===== src/rtl/selector_pkg.sv =====
/*
 Constants and carriers for the position selector.
 Assumes a 200 MHz system clock and milliseconds as the timer base.
*/
package selector_pkg;
   localparam int CLK_HZ = 200000000;
   localparam int TICK_MS = 1;
   localparam int TICK_CYCLES = CLK_HZ / 1000 * TICK_MS;
   localparam int ALARM_HOLD_MS = 3000;
   localparam int STEP_SPACING_MS = 50;
   localparam logic [15:0] ALARM_HOLD_TICKS = 16'(ALARM_HOLD_MS / TICK_MS);
   localparam logic [2:0] REST_CODE = 3'h0;
   localparam logic [2:0] MAX_POSITION = 3'h7;
   localparam logic [2:0] POS_RESET = 3'h0;

   typedef enum logic {APPLY_TIMEOUT, APPLY_CONFIRM} apply_mode_t;
   typedef enum logic {START_RESTORE, START_FOLLOW} startup_mode_t;

   typedef struct packed {
      logic [2:0] upper_limit;
      apply_mode_t increment_apply_mode;
      apply_mode_t coded_apply_mode;
      startup_mode_t startup_mode;
      logic [15:0] timeout_ms;
      logic [15:0] notice_ms;
      logic events_enable;
   } config_t;

   typedef struct packed {
      logic valid;
      logic [1:0] kind;
      logic [2:0] position;
   } event_t;

   localparam logic [1:0] EV_POSITION = 2'h0;
   localparam logic [1:0] EV_INC_ALARM = 2'h1;
   localparam logic [1:0] EV_CODED_ALARM = 2'h2;
endpackage : selector_pkg


===== src/rtl/ms_timer.sv =====
/*
 Millisecond down-counter, loaded with a count, fires once at zero.
 Assumes a shared one-cycle tick enable from the top module.
*/
`timescale 1ns/100ps
module ms_timer (
   input wire logic clk_i,
   input wire logic reset_n_i,
   input wire logic tick_i,
   input wire logic load_i,
   input wire logic [15:0] count_i,
   input wire logic stop_i,
   output logic running_o,
   output logic expired_o
);
   logic [15:0] count_q;

   always_ff @(posedge clk_i) begin
      if (!reset_n_i) begin
         count_q <= 16'h0000;
         running_o <= 1'b0;
         expired_o <= 1'b0;
      end else begin
         expired_o <= 1'b0;
         if (load_i) begin
            count_q <= count_i;
            running_o <= 1'b1;
         end else if (stop_i) begin
            running_o <= 1'b0;
         end else if (running_o && tick_i) begin
            if (count_q <= 16'h0001) begin
               running_o <= 1'b0;
               expired_o <= 1'b1;
            end else begin
               count_q <= count_q - 16'h0001;
            end
         end
      end
   end
endmodule : ms_timer


===== src/rtl/position_selector_switch.sv =====
/*
 Position selector: increment and coded pre-selection, time-out or confirm
 apply, alarms, start-up policy and event pulses.
 Assumes pin inputs are asynchronous and the stored position is stable at reset.
*/
// Functional notes
// - Increment time-out mode applies pending position after input inactivity time-out.
// - Activity restarts timer; confirm mode expiry discards change and alarms.
// - Each increment rising edge outside a coded sequence advances pending position, wrapping after limit.
// - Increment edge restarts timer and shows change notice with pending position.
// - Increment confirm expiry rejects change, increment alarm for 3 seconds.
// - Increment confirm edge applies only in confirm mode, ignored otherwise.
// - Coded word 1..7 pre-selects positions 1..7; zero is rest.
// - Rest code causes no action.
// - Coded time-out mode applies after time-out since last coded change.
// - Coded confirm edge applies pending coded position within time-out.
// - Increment and coded sequences lock each other out.
// - Coded confirm expiry rejects change, coded alarm for 3 seconds.
// - Each confirm input acts only on its own path.
// - Restore policy reloads stored position after power-up.
// - Follow policy takes coded word at power-up without waiting.
// - Follow policy rest or out-of-range word gives position zero and alarm.
// - Restored out-of-range position gives position zero and alarm.
// - With logging enabled, pulse events on apply and confirm time-outs.
// - Applied position shown as 3-bit coded word.
// - Coded word above limit raises range alarm 3 s, keeps position.
// - Upper limit is highest position; stepping wraps to one.
`timescale 1ns/100ps
module position_selector_switch
   import selector_pkg::*;
(
   input wire logic CLK_I,
   input wire logic RESET_N_I,
   input wire config_t CFG_I,
   input wire logic [2:0] STORED_POSITION_I,
   input wire logic INCREMENT_I,
   input wire logic INCREMENT_CONFIRM_I,
   input wire logic [2:0] CODED_SELECT_I,
   input wire logic CODED_CONFIRM_I,
   output logic [2:0] POSITION_CODE_O,
   output logic [7:1] POSITION_ONEHOT_O,
   output logic [2:0] PENDING_POSITION_O,
   output logic CHANGE_NOTICE_O,
   output logic INCREMENT_CONFIRM_ALARM_O,
   output logic CODED_CONFIRM_ALARM_O,
   output logic RANGE_ALARM_O,
   output logic STARTUP_ALARM_O,
   output logic STORE_POSITION_O,
   output event_t EVENT_O
);
   typedef enum logic [1:0] {ST_START, ST_IDLE, ST_INC, ST_CODED} state_t;

   state_t state_q;
   logic [5:0] sync1_q;
   logic [5:0] sync2_q;
   logic [5:0] prev_q;
   logic [2:0] pos_q;
   logic [2:0] pend_q;
   logic [17:0] tick_cnt_q;
   logic tick;
   logic inc_rise;
   logic inc_ack_rise;
   logic code_ack_rise;
   logic code_change;
   logic [2:0] code;
   logic code_in_range;
   logic seq_load;
   logic seq_stop;
   logic seq_running;
   logic seq_expired;
   logic notice_load;
   logic notice_running;
   logic inc_alarm_set;
   logic code_alarm_set;
   logic range_alarm_set;
   logic apply_now;
   logic [2:0] apply_pos;
   logic [2:0] al_load;
   logic [2:0] al_running;

   // Two-flop synchronisers; edges taken only from the second stage
   // No reset: the chain keeps sampling through reset, so the start-up
   // cycle sees the coded word held across release
   // Edges seen in the start-up cycle are dropped by the state machine
   always_ff @(posedge CLK_I) begin
      sync1_q <= {INCREMENT_I, INCREMENT_CONFIRM_I, CODED_CONFIRM_I, CODED_SELECT_I};
      sync2_q <= sync1_q;
      prev_q <= sync2_q;
   end

   assign code = sync2_q[2:0];
   assign inc_rise = sync2_q[5] & ~prev_q[5];
   assign inc_ack_rise = sync2_q[4] & ~prev_q[4];
   assign code_ack_rise = sync2_q[3] & ~prev_q[3];
   // Rest code never counts as activity, so a faulty source stays quiet
   assign code_change = (code != prev_q[2:0]) && (code != REST_CODE);
   assign code_in_range = (code != REST_CODE) && (code <= CFG_I.upper_limit);

   // Millisecond tick shared by all timers
   always_ff @(posedge CLK_I) begin
      if (!RESET_N_I) begin
         tick_cnt_q <= 18'h00000;
      end else if (tick_cnt_q == 18'(TICK_CYCLES - 1)) begin
         tick_cnt_q <= 18'h00000;
      end else begin
         tick_cnt_q <= tick_cnt_q + 18'h00001;
      end
   end
   assign tick = (tick_cnt_q == 18'(TICK_CYCLES - 1));

   // Sequence control
   always_comb begin
      seq_load = 1'b0;
      seq_stop = 1'b0;
      apply_now = 1'b0;
      apply_pos = pend_q;
      notice_load = 1'b0;
      inc_alarm_set = 1'b0;
      code_alarm_set = 1'b0;
      range_alarm_set = 1'b0;
      case (state_q)
         ST_IDLE: begin
            if (inc_rise) begin
               seq_load = 1'b1;
               notice_load = 1'b1;
            end else if (code_change) begin
               if (code_in_range) begin
                  seq_load = 1'b1;
               end else begin
                  range_alarm_set = 1'b1;
               end
            end
         end
         ST_INC: begin
            // Coded inputs are ignored here
            if (inc_rise) begin
               seq_load = 1'b1;
               notice_load = 1'b1;
            end else if (CFG_I.increment_apply_mode == APPLY_CONFIRM && inc_ack_rise) begin
               seq_stop = 1'b1;
               apply_now = 1'b1;
            end else if (seq_expired) begin
               if (CFG_I.increment_apply_mode == APPLY_TIMEOUT) begin
                  apply_now = 1'b1;
               end else begin
                  inc_alarm_set = 1'b1;
               end
            end
         end
         ST_CODED: begin
            // Increment input is ignored here
            if (code_change) begin
               if (code_in_range) begin
                  seq_load = 1'b1;
               end else begin
                  range_alarm_set = 1'b1;
               end
            end else if (CFG_I.coded_apply_mode == APPLY_CONFIRM && code_ack_rise) begin
               seq_stop = 1'b1;
               apply_now = 1'b1;
            end else if (seq_expired) begin
               if (CFG_I.coded_apply_mode == APPLY_TIMEOUT) begin
                  apply_now = 1'b1;
               end else begin
                  code_alarm_set = 1'b1;
               end
            end
         end
         default: begin
            apply_now = 1'b0;
         end
      endcase
   end

   always_ff @(posedge CLK_I) begin
      if (!RESET_N_I) begin
         state_q <= ST_START;
      end else begin
         case (state_q)
            ST_START: state_q <= ST_IDLE;
            ST_IDLE: begin
               if (inc_rise) begin
                  state_q <= ST_INC;
               end else if (code_change && code_in_range) begin
                  state_q <= ST_CODED;
               end
            end
            ST_INC: begin
               if (apply_now || inc_alarm_set) begin
                  state_q <= ST_IDLE;
               end
            end
            ST_CODED: begin
               if (!seq_load && (apply_now || code_alarm_set)) begin
                  state_q <= ST_IDLE;
               end
            end
            default: state_q <= ST_IDLE;
         endcase
      end
   end

   // Pending position
   always_ff @(posedge CLK_I) begin
      if (!RESET_N_I) begin
         pend_q <= POS_RESET;
      end else if (state_q == ST_START) begin
         pend_q <= POS_RESET;
      end else if (inc_rise && (state_q == ST_IDLE || state_q == ST_INC)) begin
         if (state_q == ST_IDLE) begin
            pend_q <= (pos_q >= CFG_I.upper_limit) ? 3'h1 : pos_q + 3'h1;
         end else begin
            pend_q <= (pend_q >= CFG_I.upper_limit) ? 3'h1 : pend_q + 3'h1;
         end
      end else if (seq_load && state_q != ST_INC) begin
         pend_q <= code;
      end
   end

   // Applied position and start-up policy
   always_ff @(posedge CLK_I) begin
      if (!RESET_N_I) begin
         pos_q <= POS_RESET;
         STARTUP_ALARM_O <= 1'b0;
         STORE_POSITION_O <= 1'b0;
      end else begin
         STORE_POSITION_O <= 1'b0;
         if (state_q == ST_START) begin
            // Synchronisers are loaded by now, so the coded word is valid
            if (CFG_I.startup_mode == START_FOLLOW) begin
               if (code_in_range) begin
                  pos_q <= code;
               end else begin
                  pos_q <= POS_RESET;
                  STARTUP_ALARM_O <= 1'b1;
               end
            end else if (STORED_POSITION_I != REST_CODE &&
                         STORED_POSITION_I <= CFG_I.upper_limit) begin
               pos_q <= STORED_POSITION_I;
            end else begin
               pos_q <= POS_RESET;
               STARTUP_ALARM_O <= 1'b1;
            end
         end else if (apply_now) begin
            pos_q <= apply_pos;
            STORE_POSITION_O <= 1'b1;
            STARTUP_ALARM_O <= 1'b0;
         end
      end
   end

   // Event pulses
   always_ff @(posedge CLK_I) begin
      if (!RESET_N_I) begin
         EVENT_O <= '0;
      end else begin
         EVENT_O <= '0;
         if (CFG_I.events_enable) begin
            if (apply_now) begin
               EVENT_O <= '{valid: 1'b1, kind: EV_POSITION, position: apply_pos};
            end else if (inc_alarm_set) begin
               EVENT_O <= '{valid: 1'b1, kind: EV_INC_ALARM, position: pend_q};
            end else if (code_alarm_set) begin
               EVENT_O <= '{valid: 1'b1, kind: EV_CODED_ALARM, position: pend_q};
            end
         end
      end
   end

   // Registered outputs
   always_ff @(posedge CLK_I) begin
      if (!RESET_N_I) begin
         POSITION_CODE_O <= 3'h0;
         POSITION_ONEHOT_O <= 7'h00;
         PENDING_POSITION_O <= 3'h0;
         CHANGE_NOTICE_O <= 1'b0;
         INCREMENT_CONFIRM_ALARM_O <= 1'b0;
         CODED_CONFIRM_ALARM_O <= 1'b0;
         RANGE_ALARM_O <= 1'b0;
      end else begin
         POSITION_CODE_O <= pos_q;
         for (int i = 1; i <= 7; i++) begin
            POSITION_ONEHOT_O[i] <= (pos_q == 3'(i));
         end
         PENDING_POSITION_O <= pend_q;
         CHANGE_NOTICE_O <= notice_running;
         INCREMENT_CONFIRM_ALARM_O <= al_running[0];
         CODED_CONFIRM_ALARM_O <= al_running[1];
         RANGE_ALARM_O <= al_running[2];
      end
   end

   assign al_load = {range_alarm_set, code_alarm_set, inc_alarm_set};

   // Timers: sequence time-out, notice, and three alarm holds
   ms_timer u_seq_timer (
      .clk_i(CLK_I),
      .reset_n_i(RESET_N_I),
      .tick_i(tick),
      .load_i(seq_load),
      .count_i(CFG_I.timeout_ms),
      .stop_i(seq_stop),
      .running_o(seq_running),
      .expired_o(seq_expired)
   );

   ms_timer u_notice_timer (
      .clk_i(CLK_I),
      .reset_n_i(RESET_N_I),
      .tick_i(tick),
      .load_i(notice_load),
      .count_i(CFG_I.notice_ms),
      .stop_i(1'b0),
      .running_o(notice_running),
      .expired_o()
   );

   generate
      for (genvar g = 0; g < 3; g++) begin : g_alarm
         ms_timer u_alarm_timer (
            .clk_i(CLK_I),
            .reset_n_i(RESET_N_I),
            .tick_i(tick),
            .load_i(al_load[g]),
            .count_i(ALARM_HOLD_TICKS),
            .stop_i(1'b0),
            .running_o(al_running[g]),
            .expired_o()
         );
      end
   endgenerate
endmodule : position_selector_switch


===== config.mk =====
export PLATFORM = sky130hd
export DESIGN_NAME = position_selector_switch
export DESIGN_NICKNAME = d
export VERILOG_FILES = /design/src/rtl/selector_pkg.sv /design/src/rtl/ms_timer.sv /design/src/rtl/position_selector_switch.sv
export SDC_FILE = /design/constraint.sdc
export NUM_CORES = 1
export LEC_CHECK = 0
export BUFFER_PORTS_ARGS = -buffer_cell sky130_fd_sc_hd__buf_4
export CORE_MARGIN = 2
export CORE_UTILIZATION = 53
export CTS_CLUSTER_SIZE = 40
export DETAILED_ROUTE_END_ITERATION = 12
export PLACE_DENSITY = 0.82
export SYNTH_ARGS = -nofsm -noshare
export SYNTH_HDL_FRONTEND = slang
export SYNTH_SLANG_ARGS = --single-unit

===== constraint.sdc =====
create_clock -name CLK_I -period 2.4 [get_ports CLK_I]
set_input_delay 0 -clock CLK_I [delete_from_list [all_inputs] [get_ports CLK_I]]
set_output_delay 0 -clock CLK_I [all_outputs]
set_load 0.005 [all_outputs]

==> flow_summary.json, run 1 <==
{
  "drtPass1Iterations": 5,
  "grt_usage_pct": 25.4,
  "start_util_pct": 53.8,
  "tightest_slew_ns": 0.646,
  "crit_path_max_fanout": 7,
  "viasPerCell": 5.82,
  "dominantRegCellSynth": "dfxtp_1",
  "syn_inst": 855,
  "timing.rr.end": "g_alarm[0].u_alarm_timer.count_q[1]$_SDFFE_PP0P_",
  "async_reset_ff_share_pct": 0,
  "io_pins": 75,
  "drv_cap": 0,
  "synth.most_common_cell": "dfxtp_1",
  "finalClockSkew_ns": 0.00801,
  "synth_xor_area_share_pct": 9.01,
  "clk_latency_ns": 0.43,
  "place.gp.congestion": 0.896,
  "status": "complete, but fails checks",
  "worst_setup_path_end_kind": "flop",
  "multiInputGateArea_sq_um": 4460,
  "ant_nets": 0,
  "crit_arrival_ns": 2.93,
  "grt_max_degree": 39,
  "synth_area_leader_cell": "dfxtp_1",
  "port_buffers": 74,
  "finalHoldViolations": 0,
  "path_clk_slew_ns": 0.06,
  "synth_edf_count": 0,
  "cp-start-kind": "flop",
  "synth_top_family_by_area": "simple AND/OR/NAND/NOR gates",
  "setup_viol": 27,
  "period_share_pct": 107,
  "p_leak_nw": 4.18,
  "synth_cell_types": 65,
  "reg2reg_from": "g_alarm[0].u_alarm_timer.count_q[4]$_SDFFE_PN0P_",
  "rows": 43,
  "hold_depth": 5,
  "synth_compound_area_share_pct": 13.5,
  "rsz0062_at_grt": "yes",
  "dp_slack_ns": -0.160,
  "critPathRequiredTime_ns": 2.76,
  "vdd_drop_max_mv": 0.565,
  "core_sq_um": 13700,
  "hold_end": "u_notice_timer.count_q[6]$_SDFFE_PN0P_",
  "antenna_found_initial": 0,
  "area_delta_synth_final_pct": 38.1,
  "yosys.area_share.simple_pct": 25.4,
  "vias": 7147,
  "numCtsBuffers": 17,
  "synth.top_cell.area_share_pct": 42.0,
  "worst_slack_ns": -0.166,
  "dp_hpwl_um": 11800,
  "drc_errors": 0,
  "final_nets": 1119,
  "grt_first_pass_wirelength_um": 30400,
  "drtIter0Drc": 551,
  "clkSinkCount": 155,
  "drive_gt1_share_pct": 27.2,
  "diodes": 0,
  "yosysWarnings": 0,
  "relSlewSlack_pct": 56.8,
  "synthAdderAreaFrac_pct": 5.76,
  "synthMuxAreaShare_pct": 0.576,
  "violations": "setup timing",
  "routed_wl_um": 20100,
  "crit_type": "flop to flop",
  "die_y_um": 122,
  "syn_area_sq_um": 7380,
  "syn_nets": 939,
  "total_power_mw": 9.52,
  "cts_max_level": 4,
  "nFillCells": 881,
  "grt_pass1_vias": 6606,
  "ys_seq_elements": 155,
  "die-area_sq_um": 14900,
  "crit_start": "g_alarm[0].u_alarm_timer.count_q[4]$_SDFFE_PN0P_",
  "syn_avg_cell_area_sq_um": 8.64,
  "power_density_nw_per_um2": 933,
  "period_needed_ns": 2.57,
  "yosysSeqAreaShare_pct": 42.0,
  "r2r_setup_slack_ns": -0.17,
  "synth_common_cells": "155 x dfxtp_1, 97 x nor2_1, 63 x a21oi_1, 56 x nand2_1, 54 x xnor2_1",
  "report.final.slew_viol_count": 0,
  "grt_overflow": 0,
  "ff2ff_path_depth": 6,
  "register_area_sq_um": 3120,
  "cts_tree": "built",
  "ctsRootBufferMaster": "clkbuf_16",
  "fmax_ghz": 0.390,
  "hp-class": "input pin to flop",
  "synth_area_leaders": "dfxtp_1 42%, xnor2_1 6.4%, ha_1 5.8%",
  "cts_max_path_buffers": 2,
  "wire_per_inst_um": 16.4,
  "min_from": "CFG_I[7]",
  "die_x_um": 122
}
## cell usage in the layout (no fill, tap or decap), types with 11 or more instances in the layout
cell             n
buf_4          143
nor2_1          95
nor4_1          19
o21ai_0         35
dlygate4sd3_1   40
inv_1           29
ha_1            33
xor2_1          22
nand4_1         15
or4_4           11
xnor2_1         53
and2_1          14
dfxtp_1        145
clkbuf_16       17
or3_1           13
and3_1          14
a21oi_1         59
nor3_1          31
nand2_1         51
nand3_1         17
## where the power goes
group | internal (mW) | leakage (nW) | switching, mW
Clock | 1.78 | 0.308 | 1.10
Combinational | 1.67 | 2.60 | 1.91
Sequential | 2.83 | 1.27 | 0.236
Total | 6.27 | 4.18 | 3.25
## per-layer routing
metal / global-route usage [%] / part of all wire (%)
met1: 31.6 / 42
met3: 5.29 / 5.4
met2: 43.6 / 50
met5: 0 / 0
met4: 8.76 / 2.5
## sequential cells by signal, summed over array words and instances, names as in the netlist, 2 cells and up
register and cells:
POSITION_CODE_O 3, apply_pos 3, sync1_q 6, EVENT_O 6
PENDING_POSITION_O 3, u_seq_timer.count_q 16, u_notice_timer.count_q 16, state_q 2
tick_cnt_q 18, g_alarm.u_alarm_timer.running_o 3, g_alarm.u_alarm_timer.count_q 48, prev_q 6
POSITION_ONEHOT_O 7, sync2_q 6, pos_q 3
## timing repair
| action | in CTS | in global routing |
|---|---|---|
| setup endpoints to repair | 48 | 72 |
| endpoints found under the hold margin | 53 | 0 |
| pin swaps | 17 | 67 |
| resized for setup | 28 | 83 |
| hold buffers | 40 | 0 |
| buffers inserted | 3 | 10 |
| gates cloned | 1 | 1 |
## per-stage QoR
stage	cells	TNS [ns]	cell area (sq um)	hold WS, ns	util [%]
after floorplan	855	-1.14	7410	0.0277	-
after global placement	1141	-0.783	8570	0.105	62.5
after detailed placement	1141	-2.59	8570	0.106	62.5
after CTS	1217	-1.14	9790	0.000665	71.4
after global routing	1228	-4.81	10200	0.0562	74.3
final	1228	-2.10	10200	0.0146	74.3
## worst max path at each step
stage | endpoint | slack (ns) | depth (start not counted)
5_1_grt | g_alarm[0].u_alarm_timer.count_q[8]$_SDFFE_PN0P_ | -0.23 | 9
2_1_floorplan | u_seq_timer.count_q[1]$_SDFFE_PN0P_ | -0.23 | 8
3_5_place_dp | u_notice_timer.count_q[14]$_SDFFE_PN0P_ | -0.16 | 9
6_report | g_alarm[0].u_alarm_timer.count_q[1]$_SDFFE_PP0P_ | -0.17 | 6
3_3_place_gp | u_seq_timer.count_q[1]$_SDFFE_PN0P_ | -0.07 | 7
4_1_cts | u_notice_timer.count_q[14]$_SDFFE_PN0P_ | -0.1 | 9
## final cells by class
class | count | area share [%]
clock buffer | 19 | 4.34
tap | 180 | 2.21
sequential | 155 | 30.6
multi-input combinational | 634 | 43.7
clock inverter | 13 | 1.86
inverter | 32 | 1.18
timing repair buffer | 195 | 16.1
## logic make-up (layout without fill, tap and decap cells)
family                   after synthesis  count (layout)
AO/OA/AOI/OAI                        165             166
XOR/XNOR                              76              76
adder cells (fa/ha/maj)               34              34
buffers and inverters                 68             259
flip-flops                           155             155
multiplexers                           4               4
AND/OR/NAND/NOR                      353             354
## critical path, stage by stage (launching register included)
cell and delay, ns:
dfxtp_2 0.32, or4_4 0.55, or4_4 0.45, or4_4 0.56, nand3_4 0.22, mux2_4 0.32
nor2_1 0.08
No activity file was read; power rests on OpenSTA's default activity.
==> run 2: changes to the inputs <==
ABC_AREA = 1   (was not set)
CORE_UTILIZATION = 45   (was 53)
PLACE_DENSITY = 0.72   (was 0.82)
SLEW_MARGIN = 30   (was not set)
==> run 2 against run 1 <==
Effect of this change: the flow now finishes without violations; fmax grew 18%; utilization shrank 18 points; routed wire length grew 0.26%; worst setup slack gained 0.39 ns; highest routed layer unchanged; first-iteration DRC count shrank 23%; total power shrank 15%; global-route usage shrank 4.3 points; sequential power shrank 3%; largest cell class unchanged; cell count grew 29%; critical path type unchanged; cell area grew 0.44%; non-clock buffer count shrank 62; die area grew 32%.
==> flow_summary.json, run 2 <==
{
  "viasPerCell": 5.05,
  "routed_wl_um": 20200,
  "ff2ff_path_depth": 14,
  "yosysWarnings": 0,
  "p_seq_share_pct": 36.8,
  "path_cells": "ha_1 -> a21oi_1 -> nand2_1 -> nand2_1 -> nand3_1 -> nand2_1 -> nand2_1 -> nand2_1 -> nand2_1 -> buf_6 -> nand2_8 -> nor2_1 -> nor2_1 -> nor2_1",
  "status": "finished clean",
  "syn_area_sq_um": 8350,
  "antenna_found_initial": 0,
  "cts_tree": "built",
  "fmax_ghz": 0.459,
  "timing.rr.end": "u_seq_timer.count_q[1]$_SDFFE_PN0P_",
  "crit_top_cell": "nand2_1",
  "start_util_pct": 46.2,
  "rows": 49,
  "ys_seq_elements": 155,
  "period_needed_ns": 2.18,
  "finalClockSkew_ns": 0.0136,
  "synth.most_common_cell": "nand2_1",
  "finalHoldViolations": 0,
  "rsz0062_at_grt": "no",
  "io_pins": 75,
  "tightest_slew_ns": 0.461,
  "hp-class": "input pin to flop",
  "r2r_setup_slack_ns": 0.22,
  "die-area_sq_um": 19700,
  "power_density_nw_per_um2": 789,
  "synth_common_cells": "265 x nand2_1, 178 x nor2_1, 155 x dfxtp_1, 153 x inv_1, 81 x a21oi_1",
  "synth_area_leader_cell": "dfxtp_1",
  "async_reset_ff_share_pct": 0,
  "p_leak_nw": 4.84,
  "reg2reg_from": "sync2_q[2]$_DFF_P_",
  "max_stage_delay_ns": 0.42,
  "final_common_cell": "nand2_1",
  "hold_ws_ns": 0.00548,
  "crit_end": "u_seq_timer.count_q[1]$_SDFFE_PN0P_",
  "cts_max_path_buffers": 2,
  "final_area_sq_um": 10200,
  "die_y_um": 140,
  "drv_cap": 0,
  "setup_viol": 0,
  "area_delta_synth_final_pct": 22.7,
  "place_area_sq_um": 9240,
  "numCtsBuffers": 17,
  "p_switching_mw": 2.79,
  "synth_cell_types": 48,
  "p_comb_share_pct": 29.6,
  "ctsRootBufferMaster": "clkbuf_16",
  "grt_max_degree": 43,
  "wire_per_inst_um": 12.8,
  "drtIter0Drc": 427,
  "crit_arrival_ns": 2.50,
  "grt_overflow": 0,
  "grt_first_pass_wirelength_um": 34500,
  "die_x_um": 140,
  "top_register": "g_alarm.u_alarm_timer.count_q",
  "syn_avg_cell_area_sq_um": 6.89,
  "critPathSlowestCell": "dfxtp_1",
  "grt_pass1_vias": 7557,
  "synth_area_leaders": "dfxtp_1 37%, nand2_1 12%, nor2_1 8.0%",
  "drtPass1Iterations": 5,
  "cp.depth": 14,
  "path_clk_slew_ns": 0.07,
  "dominantRegCellSynth": "dfxtp_1",
  "cts_max_level": 4,
  "relSlewSlack_pct": 69.0,
  "cts_setup_buffers": 0,
  "place.gp.congestion": 0.926,
  "yosysSeqAreaShare_pct": 37.2,
  "cp-start-kind": "flop",
  "clkSinkCount": 155,
  "worst_setup_path_end_kind": "flop",
  "p_int_mw": 5.30,
  "dp_hpwl_um": 14700,
  "core_sq_um": 18100,
  "largest_reg_flops": 48,
  "clk_latency_ns": 0.43,
  "synth.top_cell.area_share_pct": 37.2,
  "drive_gt1_share_pct": 11.9,
  "power.share.clock_pct": 33.6,
  "crit_type": "flop to flop",
  "timing.critical_path.buf_inv": 1,
  "vdd_drop_max_mv": 0.538,
  "tns_ns": 0,
  "diodes": 0,
  "critPathRequiredTime_ns": 2.72,
  "crit_path_max_fanout": 19,
  "port_buffers": 74,
  "grt_usage_pct": 21.1,
  "report.final.slew_viol_count": 0,
  "syn_nets": 1296,
  "final_nets": 1425,
  "crit_family": "simple AND/OR/NAND/NOR gates",
  "synth_edf_count": 0,
  "reg_top3": "g_alarm.u_alarm_timer.count_q: 48 flops, tick_cnt_q: 18 flops",
  "drc_errors": 0,
  "period_share_pct": 90.8,
  "syn_inst": 1212,
  "ant_nets": 0,
  "crit_start": "sync2_q[2]$_DFF_P_",
  "vias": 7982,
  "mostFrequentLayoutCells": "265 x nand2_1, 178 x nor2_1, 155 x dfxtp_1",
  "swShare_pct": 34.5
}
run 2: cell types whose count changed in the layout (fill, tap and decap cells not counted), moves of 22 or more:
cell | previous run | this run
inv_1 | 29 | 153
buf_4 | 143 | 91
xnor2_1 | 53 | 15
nand3_1 | 17 | 68
nor2_1 | 95 | 178
nand2_1 | 51 | 265
a21oi_1 | 59 | 81
run 2: how the worst min path moves through the flow:
stage               slack [ns]                    end                 start  depth (start not counted)
global placement          0.10     sync1_q[0]$_DFF_P_     CODED_SELECT_I[0]                          1
CTS                      0.003  pos_q[1]$_SDFFE_PN0P_  STORED_POSITION_I[1]                          5
finish                   0.005  pos_q[1]$_SDFFE_PN0P_  STORED_POSITION_I[1]                          5
detailed placement        0.11     sync1_q[4]$_DFF_P_   INCREMENT_CONFIRM_I                          1
floorplan                 0.03     sync1_q[0]$_DFF_P_     CODED_SELECT_I[0]                          0
global route              0.08  pos_q[1]$_SDFFE_PN0P_  STORED_POSITION_I[1]                          5
run 2: layer usage:
| layer | routed length [um] | track usage (%) |
|---|---|---|
| met2 | 9240 | 34.9 |
| met1 | 9810 | 28.1 |
| met4 | 440 | 7.39 |
| met3 | 707 | 3.35 |
| met5 | 0 | 0 |
run 2: kinds of logic after synthesis:
kind of cell / after synthesis / share of synthesized area [%]
DFF: 155 / 37.2
xor gates and xnor gates: 51 / 5.35
adders and majority gates: 34 / 5.09
and+or+nand+nor: 611 / 32.3
buffers and inverters: 190 / 8.85
AOI/OAI and AO/OA: 171 / 11.3
run 2: worst register-to-register path, stage by stage (launching register included):
cell and delay (ns):
dfxtp_1 0.42, ha_1 0.30, a21oi_1 0.15, nand2_1 0.06, nand2_1 0.12, nand3_1 0.11
nand2_1 0.07, nand2_1 0.04, nand2_1 0.07, nand2_1 0.15, buf_6 0.23, nand2_8 0.14
nor2_1 0.06, nor2_1 0.10, nor2_1 0.05
run 2: layout make-up:
cell class | count | area, sq um
sequential | 155 | 3100
tap | 229 | 287
clock inverter | 14 | 161
fill | 1689 | 7840
clock buffer | 17 | 425
multi-input combinational | 867 | 4520
timing repair buffer | 133 | 1110
inverter | 167 | 629
run 2: metrics by stage:
stage / setup slack, ns / power, mW / instances / util [%]
final: 0.220 / 8.09 / 1582 / 56.6
after global routing: 0.00132 / 8.63 / 1582 / 56.6
after CTS: 0.0844 / 8.11 / 1582 / 56.5
after detailed placement: 0.140 / 5.33 / 1511 / 51.1
after global placement: 0.241 / 5.30 / 1511 / 51.1
after floorplan: 0.402 / 4.74 / 1212 / -
run 2: timing repair:
item / 4_1_cts / 5_1_grt
endpoints found under the setup margin: 0 / 22
hold endpoints to repair: 52 / 0
gates resized for setup: 0 / 4
hold buffers: 40 / 0
run 2: power by group through the flow:
stage | registers [mW] | logic, mW | clock network, mW
after floorplan | 2.99 | 1.75 | 0
after global placement | 3.03 | 2.27 | 0
after detailed placement | 3.03 | 2.30 | 0
after CTS | 2.98 | 2.37 | 2.76
after global routing | 3.01 | 2.74 | 2.88
final | 2.98 | 2.39 | 2.72
==> run 3: changes to the inputs <==
CORE_UTILIZATION = 54   (was 45)
PLACE_DENSITY = 0.82   (was 0.72)
SLEW_MARGIN = not set   (was 30)
==> run 3 against run 2 <==
Effect of this change: sequential share of layout area up 0.25 points; clock power up 3%; critical path depth unchanged; register-to-register slack about the same; critical path type unchanged; critical endpoint is now u_seq_timer.count_q[9]$_SDFFE_PN0P_.
==> flow_summary.json, run 3 (synthesis gave the netlist of run 2 again) <==
{
  "vias": 8189,
  "min_from": "CFG_I[7]",
  "grt_max_degree": 35,
  "cts_max_level": 4,
  "cts_setup_buffers": 0,
  "drc_errors": 0,
  "drtPass1Iterations": 5,
  "period_needed_ns": 2.19,
  "place_area_sq_um": 9150,
  "antenna_found_initial": 1,
  "p_leak_nw": 4.83,
  "wire_per_inst_um": 13.4,
  "r2r_setup_slack_ns": 0.21,
  "critPathRequiredTime_ns": 2.71,
  "grt_pass1_vias": 7490,
  "ff2ff_path_depth": 14,
  "grt_overflow": 0,
  "diodes": 0,
  "die-area_sq_um": 16500,
  "hold_end": "u_notice_timer.count_q[6]$_SDFFE_PN0P_",
  "finalClockSkew_ns": 0.00904,
  "rows": 45,
  "period_share_pct": 91.0,
  "final_area_sq_um": 10200,
  "wl_met3_um": 1200,
  "fmax_ghz": 0.458,
  "routed.top_layer": "met5",
  "hold_depth": 5,
  "status": "finished clean",
  "rsz0062_at_grt": "no",
  "finalHoldViolations": 0,
  "largest_reg_flops": 48,
  "grt_usage_pct": 25.7,
  "area_delta_synth_final_pct": 21.7,
  "die_x_um": 128,
  "reg2reg_from": "sync2_q[2]$_DFF_P_",
  "power_density_nw_per_um2": 807,
  "cp-start-kind": "flop",
  "final_common_cell": "nand2_1",
  "clkSinkCount": 155,
  "place.gp.congestion": 0.984,
  "vdd_drop_max_mv": 0.573,
  "timing.rr.end": "u_seq_timer.count_q[9]$_SDFFE_PN0P_",
  "drv_cap": 0,
  "tightest_slew_ns": 0.450,
  "drtIter0Drc": 702,
  "place_inst": 1467,
  "tns_ns": 0,
  "reg_top3": "g_alarm.u_alarm_timer.count_q: 48 flops, tick_cnt_q: 18 flops",
  "dp_hpwl_um": 14500,
  "relSlewSlack_pct": 69.9,
  "drive_gt1_share_pct": 11.6,
  "port_buffers": 74,
  "crit_path_max_fanout": 21,
  "met1_length_um": 9320,
  "mostFrequentLayoutCells": "265 x nand2_1, 178 x nor2_1, 154 x dfxtp_1",
  "report.final.slew_viol_count": 0,
  "crit_arrival_ns": 2.49,
  "final_nets": 1420,
  "cts_max_path_buffers": 2,
  "start_util_pct": 55.1,
  "grt_first_pass_wirelength_um": 34400,
  "hp-class": "input pin to flop",
  "ctsRootBufferMaster": "clkbuf_16",
  "clk_latency_ns": 0.43,
  "core_sq_um": 15100,
  "numCtsBuffers": 17,
  "nFillCells": 1275,
  "routed_wl_um": 20700,
  "top_register": "g_alarm.u_alarm_timer.count_q",
  "io_pins": 75,
  "setup_viol": 0,
  "path_clk_slew_ns": 0.06,
  "die_y_um": 128,
  "viasPerCell": 5.33,
  "met2WireLength_um": 9780,
  "worst_setup_path_end_kind": "flop",
  "crit_type": "flop to flop",
  "ant_nets": 0,
  "post_layout_nonfiller_instances": 1536,
  "cts_tree": "built"
}
[run 3: worst max path at each step]
stage                                                        end                     start  depth (start not counted)
2_1_floorplan             u_notice_timer.count_q[6]$_SDFFE_PN0P_   state_q[0]$_SDFFE_PN0P_                         11
3_3_place_gp              u_notice_timer.count_q[7]$_SDFFE_PN0P_   state_q[0]$_SDFFE_PN0P_                         10
3_5_place_dp              u_notice_timer.count_q[7]$_SDFFE_PN0P_   state_q[0]$_SDFFE_PN0P_                         10
4_1_cts                   u_notice_timer.count_q[7]$_SDFFE_PN0P_   state_q[0]$_SDFFE_PN0P_                         10
5_1_grt        g_alarm[1].u_alarm_timer.count_q[12]$_SDFFE_PP0P_  tick_cnt_q[0]$_SDFF_PP0_                         11
6_report                     u_seq_timer.count_q[9]$_SDFFE_PN0P_        sync2_q[2]$_DFF_P_                         14
[run 3: routing by layer]
| layer | vias up | track usage [%] |
|---|---|---|
| met3 | 36 | 6.20 |
| li1 | 4169 | - |
| met1 | 3728 | 33.2 |
| met2 | 254 | 42.8 |
| met5 | - | 0 |
| met4 | 2 | 7.63 |
[run 3: power by group]
part | switching (mW) | internal (mW) | total (mW)
combinational | 1.48 | 0.949 | 2.43
clock | 1.07 | 1.72 | 2.79
sequential | 0.198 | 2.79 | 2.99
total | 2.75 | 5.46 | 8.20
[run 3: area by class of cell]
type	count	area (sq um)	share of cell area, %
Timing Repair Buffer	128	1060	10.4
Clock buffer	22	474	4.67
Inverter	167	629	6.19
Clock inverter	9	136	1.34
Tap cell	188	235	2.31
Multi-Input combinational cell	867	4530	44.6
Sequential cell	155	3100	30.5
[run 3: worst max-delay path, cell delays in order, from the launching register on]
cell	delay (ns)
dfxtp_2	0.34
ha_1	0.31
a21oi_1	0.16
nand2_1	0.07
nand2_1	0.13
nand3_1	0.12
nand2_1	0.08
nand2_1	0.04
nand2_1	0.07
nand2_1	0.09
buf_4	0.25
nand3_1	0.14
nand2_1	0.07
nor2_1	0.13
nor2_1	0.05
[run 3: repair_timing]
action / in CTS / in global routing
setup endpoints to repair: 0 / 17
gates resized for setup: 0 / 5
hold buffers: 38 / 0
endpoints found under the hold margin: 39 / 0
[run 3: per-stage QoR]
stage	setup WS (ns)	power [mW]	utilization [%]	hold WS [ns]
6_report	0.215	8.20	67.1	0.000733
5_1_grt	0.00170	8.67	67.1	0.00667
4_1_cts	0.130	8.17	67.0	0.000688
3_5_place_dp	0.123	5.32	60.4	0.106
3_3_place_gp	0.277	5.28	60.4	0.105
2_1_floorplan	0.402	4.74	-	0.0277
